===== src/verilog/port_regs_pkg.sv =====
// Package for the port mask and output control register bank.
// Assumes an 8-bit register access port driven from the serial bus engine.
package port_regs_pkg;
    // Register offsets on the management bus
    localparam logic [7:0] ADDR_PWR_MASK   = 8'h14;
    localparam logic [7:0] ADDR_FAULT_MASK = 8'h15;
    localparam logic [7:0] ADDR_OUT_CFG    = 8'h18;
    localparam logic [7:0] ADDR_PORT_CTRL  = 8'h19;
    // Values after reset
    localparam logic [7:0] RST_PWR_MASK    = 8'hFF;
    localparam logic [7:0] RST_FAULT_MASK  = 8'hB3;
    localparam logic [7:0] RST_OUT_CFG     = 8'h40;
    localparam logic [7:0] RST_PORT_CTRL   = 8'h00;
    // Writable bits per register
    localparam logic [7:0] WMASK_FAULT     = 8'hB3;
    localparam logic [7:0] WMASK_OUT_CFG   = 8'hCD;
    localparam logic [7:0] WMASK_PORT_CTRL = 8'h33;
    // Field positions of the output configuration
    localparam int OUT_TRISTATE_BIT  = 7;
    localparam int OUT_ACCESSORY_BIT = 6;
    localparam int OUT_MUX_LO        = 2;
    localparam int OUT_FLIP_BIT      = 0;
    // Field positions of the port control
    localparam int CTRL_WATCHDOG_BIT = 5;
    localparam int CTRL_OWNER_BIT    = 4;
    localparam int CTRL_SELFTEST_BIT = 1;
    localparam int CTRL_PLUG_FLIP_BIT   = 0;
endpackage

===== src/verilog/port_mask_output_ctrl_regs.sv =====
// Port mask, standard output configuration and port control registers.
// Assumes a same-clock register access port (address, write and read
// strobes, write data) from the serial bus engine, and same-clock status
// inputs from the power, fault and accessory detection logic.
`timescale 1ns/1ps

module port_mask_output_ctrl_regs (
    input  wire logic       clock,
    input  wire logic       reset,
    input  wire logic       software_reset,
    input  wire logic       hard_reset_rx,
    input  wire logic [7:0] reg_addr,
    input  wire logic       reg_write,
    input  wire logic       reg_read,
    input  wire logic [7:0] reg_wdata,
    output logic      [7:0] reg_rdata,
    input  wire logic [7:0] power_status,
    input  wire logic [7:0] fault_status,
    input  wire logic       accessory_detect_n,
    input  wire logic       own_flip,
    input  wire logic [1:0] own_mux,
    output logic            power_alert,
    output logic            fault_alert,
    output logic            accessory_indicator,
    output logic            accessory_indicator_oe,
    output logic            lane_sel_zero,
    output logic            lane_sel_one,
    output logic            plug_flip,
    output logic            outputs_oe,
    output logic            watchdog_enable,
    output logic            selftest_rx_mode,
    output logic            cable_power_to_first,
    output logic            monitor_second_pin
);

    logic [7:0] pwr_mask_r;     // Power status interrupt mask
    logic [7:0] fault_mask_r;   // Fault status interrupt mask
    logic [7:0] out_cfg_r;      // Standard output configuration
    logic [7:0] port_ctrl_r;    // Port control
    logic [7:0] out_cfg_nxt;    // Output config after a write
    logic       owner;          // Processor owns the standard outputs
    logic       mask_clear;     // Events that restore the masks
    logic       ctrl_clear;     // Events that restore port control
    logic       wr_pwr;
    logic       wr_fault;
    logic       wr_cfg;
    logic       wr_ctrl;

    assign owner      = port_ctrl_r[port_regs_pkg::CTRL_OWNER_BIT];
    assign mask_clear = software_reset | hard_reset_rx;
    // Hard reset deliberately left out here
    assign ctrl_clear = software_reset;
    assign wr_pwr   = reg_write && reg_addr == port_regs_pkg::ADDR_PWR_MASK;
    assign wr_fault = reg_write
                      && reg_addr == port_regs_pkg::ADDR_FAULT_MASK;
    assign wr_cfg   = reg_write && reg_addr == port_regs_pkg::ADDR_OUT_CFG;
    assign wr_ctrl  = reg_write && reg_addr == port_regs_pkg::ADDR_PORT_CTRL;

    // Merge a config write; the accessory bit is kept unless owned
    always_comb begin
        out_cfg_nxt = (out_cfg_r & ~port_regs_pkg::WMASK_OUT_CFG)
                    | (reg_wdata & port_regs_pkg::WMASK_OUT_CFG);
        if (!owner) begin
            out_cfg_nxt[port_regs_pkg::OUT_ACCESSORY_BIT] =
                out_cfg_r[port_regs_pkg::OUT_ACCESSORY_BIT];
        end
    end

    // Power status mask
    always_ff @(posedge clock or posedge reset) begin
        if (reset) begin
            pwr_mask_r <= port_regs_pkg::RST_PWR_MASK;
        end else if (mask_clear) begin
            pwr_mask_r <= port_regs_pkg::RST_PWR_MASK;
        end else if (wr_pwr) begin
            pwr_mask_r <= reg_wdata;
        end
    end

    // Fault status mask; reserved bits never take a one
    always_ff @(posedge clock or posedge reset) begin
        if (reset) begin
            fault_mask_r <= port_regs_pkg::RST_FAULT_MASK;
        end else if (mask_clear) begin
            fault_mask_r <= port_regs_pkg::RST_FAULT_MASK;
        end else if (wr_fault) begin
            fault_mask_r <= reg_wdata & port_regs_pkg::WMASK_FAULT;
        end
    end

    // Output configuration; not restored by hard reset
    always_ff @(posedge clock or posedge reset) begin
        if (reset) begin
            out_cfg_r <= port_regs_pkg::RST_OUT_CFG;
        end else if (ctrl_clear) begin
            out_cfg_r <= port_regs_pkg::RST_OUT_CFG;
        end else if (wr_cfg) begin
            out_cfg_r <= out_cfg_nxt;
        end
    end

    // Port control; stretch field and top bits never take a one
    always_ff @(posedge clock or posedge reset) begin
        if (reset) begin
            port_ctrl_r <= port_regs_pkg::RST_PORT_CTRL;
        end else if (ctrl_clear) begin
            port_ctrl_r <= port_regs_pkg::RST_PORT_CTRL;
        end else if (wr_ctrl) begin
            // Stretch field and top bits are masked off on every write
            port_ctrl_r <= reg_wdata
                           & port_regs_pkg::WMASK_PORT_CTRL;
        end
    end

    // Read data, registered; unmapped offsets read zero
    always_ff @(posedge clock or posedge reset) begin
        if (reset) begin
            reg_rdata <= 8'h00;
        end else if (reg_read) begin
            case (reg_addr)
                port_regs_pkg::ADDR_PWR_MASK:   reg_rdata <= pwr_mask_r;
                port_regs_pkg::ADDR_FAULT_MASK: reg_rdata <= fault_mask_r;
                port_regs_pkg::ADDR_OUT_CFG:    reg_rdata <= out_cfg_r;
                // Stretch field is stored as zero, so it reads 00b
                port_regs_pkg::ADDR_PORT_CTRL:  reg_rdata <= port_ctrl_r;
                default:                        reg_rdata <= 8'h00;
            endcase
        end
    end

    // Alert flags follow status gated by mask, one cycle later
    always_ff @(posedge clock or posedge reset) begin
        if (reset) begin
            power_alert <= 1'b0;
            fault_alert <= 1'b0;
        end else begin
            power_alert <= |(power_status & pwr_mask_r);
            fault_alert <= |(fault_status & fault_mask_r);
        end
    end

    // Standard output pins; the owner bit picks the source
    always_ff @(posedge clock or posedge reset) begin
        if (reset) begin
            accessory_indicator    <= 1'b1;
            accessory_indicator_oe <= 1'b0;
            lane_sel_zero          <= 1'b0;
            lane_sel_one           <= 1'b0;
            plug_flip              <= 1'b0;
            outputs_oe             <= 1'b0;
        end else begin
            // Tristate hides all pins whoever owns them
            outputs_oe <= ~out_cfg_r[port_regs_pkg::OUT_TRISTATE_BIT];
            accessory_indicator_oe <=
                ~out_cfg_r[port_regs_pkg::OUT_TRISTATE_BIT];
            if (owner) begin
                accessory_indicator <=
                    out_cfg_r[port_regs_pkg::OUT_ACCESSORY_BIT];
                lane_sel_zero <= out_cfg_r[port_regs_pkg::OUT_MUX_LO];
                lane_sel_one  <=
                    out_cfg_r[port_regs_pkg::OUT_MUX_LO + 1];
                plug_flip <= out_cfg_r[port_regs_pkg::OUT_FLIP_BIT];
            end else begin
                accessory_indicator <= accessory_detect_n;
                lane_sel_zero       <= own_mux[0];
                lane_sel_one        <= own_mux[1];
                plug_flip           <= own_flip;
            end
        end
    end

    // Port control outputs to watchdog, receiver and cable power switch
    always_ff @(posedge clock or posedge reset) begin
        if (reset) begin
            watchdog_enable      <= 1'b0;
            selftest_rx_mode     <= 1'b0;
            cable_power_to_first <= 1'b0;
            monitor_second_pin   <= 1'b0;
        end else begin
            watchdog_enable <=
                port_ctrl_r[port_regs_pkg::CTRL_WATCHDOG_BIT];
            // Receiver drops the buffer after its acknowledgement when set
            selftest_rx_mode <=
                port_ctrl_r[port_regs_pkg::CTRL_SELFTEST_BIT];
            cable_power_to_first <=
                port_ctrl_r[port_regs_pkg::CTRL_PLUG_FLIP_BIT];
            monitor_second_pin <=
                port_ctrl_r[port_regs_pkg::CTRL_PLUG_FLIP_BIT];
        end
    end

endmodule


===== config.mk =====
export PLATFORM = sky130hd
export DESIGN_NAME = port_mask_output_ctrl_regs
export DESIGN_NICKNAME = d
export VERILOG_FILES = /design/src/verilog/port_regs_pkg.sv /design/src/verilog/port_mask_output_ctrl_regs.sv
export SDC_FILE = /design/constraint.sdc
export NUM_CORES = 1
export LEC_CHECK = 0
export ABC_AREA = 1
export BUFFER_PORTS_ARGS = -buffer_cell sky130_fd_sc_hd__buf_2
export CAP_MARGIN = 5
export CORE_ASPECT_RATIO = 1.4
export CORE_MARGIN = 4
export CORE_UTILIZATION = 40
export DETAILED_ROUTE_END_ITERATION = 8
export GPL_ROUTABILITY_DRIVEN = 0
export PLACE_DENSITY = 0.62
export SYNTH_ARGS = -nofsm -noshare
export SYNTH_HDL_FRONTEND = slang
export SYNTH_SLANG_ARGS = --single-unit

===== constraint.sdc =====
create_clock -name clock -period 1.9 [get_ports clock]
set_input_delay 0.38 -clock clock [delete_from_list [all_inputs] [get_ports clock]]
set_output_delay 0.38 -clock clock [all_outputs]
set_load 0.05 [all_outputs]

==> Implementation_results.wiki <==
{| class="wikitable"
! Metric !! Value
|-
| Routed wire length on met2 || 2.25 mm
|-
| Critical path peak fanout || 1
|-
| Post-synthesis to final-layout area growth || 21.8%
|-
| Met3 wire len || 238 um
|-
| Pin count of the biggest net entering global routing || 41
|-
| Post-DP HPWL || 3.36 mm
|-
| Largest delay contributor family on the critical path || flip-flops
|-
| Data required, critical path || 1520 ps
|-
| Width of the die || 66.8 um
|-
| Max incr delay on CP || 520 ps
|-
| Most common library cell in the layout ignoring fill and taps || sky130_fd_sc_hd__buf_2
|-
| #FFs+latches synth || 40
|-
| Critical Path Slowest Stage Cell || sky130_fd_sc_hd__dfstp_2
|-
| Antenna fix cells || 0
|-
| Class of the most critical setup path || flip-flop to primary output
|-
| CP endpoint kind || primary output
|-
| Highest achievable clock rate || 0.698 GHz
|-
| Pre-antenna DRT Iters || 4
|-
| Pre-CTS WS || 398 ps
|-
| Pins over their slew limit || 0
|-
| Minimum setup slack in the final design || 468 ps
|-
| Layout Nets || 323
|-
| Yosys cell types || 27
|-
| Least-Margin Pin Slew || 498 ps
|-
| Final design instance area without fill || 2360 um2
|-
| TritonCTS clock tree || built
|-
| First-pass GRT wire length || 7.25 mm
|-
| Period minus WS final || 1430 ps
|-
| Internal power component || 1270 uW
|-
| Result of the run || finished clean
|-
| Final wirelength || 4.30 mm
|-
| Buffers added on ports || 58
|-
| Overall die height || 90.3 um
|-
| Rows || 29
|-
| Switching power summed over all nets || 469 uW
|-
| IO Count || 62
|-
| Slew Limit Headroom || 0.668
|-
| Fin cells || 344
|-
| Power density normalized to cell area || 737 nW/um2
|-
| Synth Warn # || 0
|-
| Sequential cell area fraction in the yosys report || 0.526
|-
| Part of the cycle the worst path needs || 0.754
|-
| Number of buffers inserted by hold repair at cts || 0
|-
| Combinational group share of total power || 0.141
|-
| Mean number of vias per cell || 4.79
|-
| Buffers plus inverters on the worst setup path || 1
|-
| Wl on met1 || 1.79 mm
|-
| Clk pwr share || 0.329
|-
| CORE AREA || 4610 um2
|-
| Total gr overflow || 0
|-
| Post-Route Skew || 2.84 ps
|-
| Clock sink total || 40
|-
| Number of nets in the synthesized netlist || 262
|-
| ANT nets after route || 0
|-
| Critical-path cell list || buf_2
|-
| First-iteration detailed-routing DRC count || 53
|-
| Buffers inserted by post-CTS timing repair || 0
|-
| Number of antenna violations at the first check in global routing || 0
|-
| Part of the total power dissipated in sequential elements || 0.530
|-
| CTS Root Buffer Type || sky130_fd_sc_hd__clkbuf_8
|-
| Setup violators final || 0
|-
| Post-synthesis instance total || 220
|-
| Static leakage power || 0.00119 uW
|-
| Starting density of the core || 0.420
|-
| Maxcap violations || 0
|-
| Clock network latency to the later pin of the worst-skew pair || 290 ps
|-
| Remaining routing DRC violations || 0
|-
| Placed Cells incl. Taps || 336
|-
| Vias in the first global route || 1,614
|-
| Number of CTS-inserted buffers || 5
|-
| Clock tree buffer depth || 2
|-
| Syn_area_per_cell || 8.80 um2
|-
| Critical path startpoint category || flip-flop
|-
| WL per Instance || 12.5 um
|-
| Final TNS setup || 0 ps
|-
| Overall routing resource usage || 0.155
|-
| Count of final hold-check violations || 0
|-
| Summed instance area of the synthesized netlist || 1940 um2
|-
| Die area || 6040 um2
|-
| CTS H-tree lvls || 2
|-
| Count of instances resized after the clock tree is built || 0
|-
| Ratio of cells with drive above 1 in the final layout || 0.369
|-
| Highest signal layer in the routed design || met4
|-
| Placed cell area || 2270 um2
|-
| Clock-pin slew reported for the worst setup and hold paths after clock tree synthesis || 70 ps
|-
| Arrival time reported for the critical path endpoint || 1050 ps
|-
| Via count || 1,648
|-
| Filler Cells Inserted || 474
|-
| Leading cell types in the layout, fill and taps excluded || sky130_fd_sc_hd__buf_2, sky130_fd_sc_hd__nand2_1, sky130_fd_sc_hd__nand3_1, sky130_fd_sc_hd__dfrtp_1, sky130_fd_sc_hd__nor2_1
|-
| Largest vdd supply drop || 0.351 mV
|-
| Switching power share of the total || 0.270
|-
| RSZ-0062 raised after global routing || no
|-
| Worst min-delay path class || input port to asynchronous set/reset pin
|}
-- power groups by stage --
stage	Sequential (uW)	Clock [uW]	Combinational [uW]
after floorplan	984	0	114
after global placement	936	0	248
after detailed placement	936	0	249
after CTS	921	586	250
after global routing	925	621	273
final	921	572	245
-- layer usage --
layer,global-route usage,vias up
li1,-,831
met1,0.185,761
met2,0.269,54
met3,0.0336,2
met4,0.0508,0
met5,0,-
-- synthesized netlist by cell type, drive strengths merged --
| master | n | area share |
|---|---|---|
| a21oi | 8 | 0.032 |
| a221oi | 3 | 0.014 |
| buf | 5 | 0.024 |
| clkbuf | 1 | 0.0019 |
| clkinv | 1 | 0.0019 |
| dfrtp | 25 | 0.32 |
| dfstp | 15 | 0.20 |
| inv | 21 | 0.041 |
| nand2 | 62 | 0.13 |
| nand3 | 32 | 0.098 |
| nor2 | 26 | 0.073 |
| o21ai | 18 | 0.047 |
| o22ai | 2 | 0.0065 |
| or2 | 1 | 0.0032 |
-- cell type report --
type                    instances  area (um2)  area share
flip-flops and latches         40        1020       0.432
multi-input cells             152         785       0.332
repair buffers                 60         305       0.129
clock buffers                   8        90.1      0.0382
inverters                      22        82.6      0.0350
well taps                      62        77.6      0.0329
-- path summary, 6_finish.rpt --
| kind | cells after the start | end | slack, ps | startpoint |
|---|---|---|---|---|
| min in group clock | 3 | plug_flip | 280 | own_flip |
| max in group asynchronous | 3 | pwr_mask_r[7] | 1340 | reset |
| worst max register to register | 4 | power_alert | 950 | pwr_mask_r[4] |
| worst max-delay path | 1 | accessory_indicator | 470 | accessory_indicator |
| worst min register to register | 0 | monitor_second_pin | 420 | port_ctrl_r[0] |
| worst min-delay path | 3 | lane_sel_zero | 200 | reset |
-- registers in the layout, summed over array words and instances, names as in the netlist --
register	count
accessory_indicator	1
fault_alert	1
fault_mask_r	5
lane_sel_one	1
lane_sel_zero	1
monitor_second_pin	1
out_cfg_r	5
outputs_oe	1
plug_flip	1
port_ctrl_r	4
power_alert	1
pwr_mask_r	8
reg_rdata	8
selftest_rx_mode	1
watchdog_enable	1
-- cell families after synthesis --
logic type,share of synthesized area
simple gates,0.306
buf+inv,0.0685
compound gates,0.0988
flops,0.526
-- through the flow --
stage | power [uW] | hold slack (ps) | util
after floorplan | 1100 | 375 | -
after global routing | 1820 | 254 | 0.512
after detailed placement | 1190 | 402 | 0.493
after CTS | 1760 | 217 | 0.512
after global placement | 1180 | 409 | 0.493
final | 1740 | 196 | 0.512
Power figures use the tool's default switching activity.
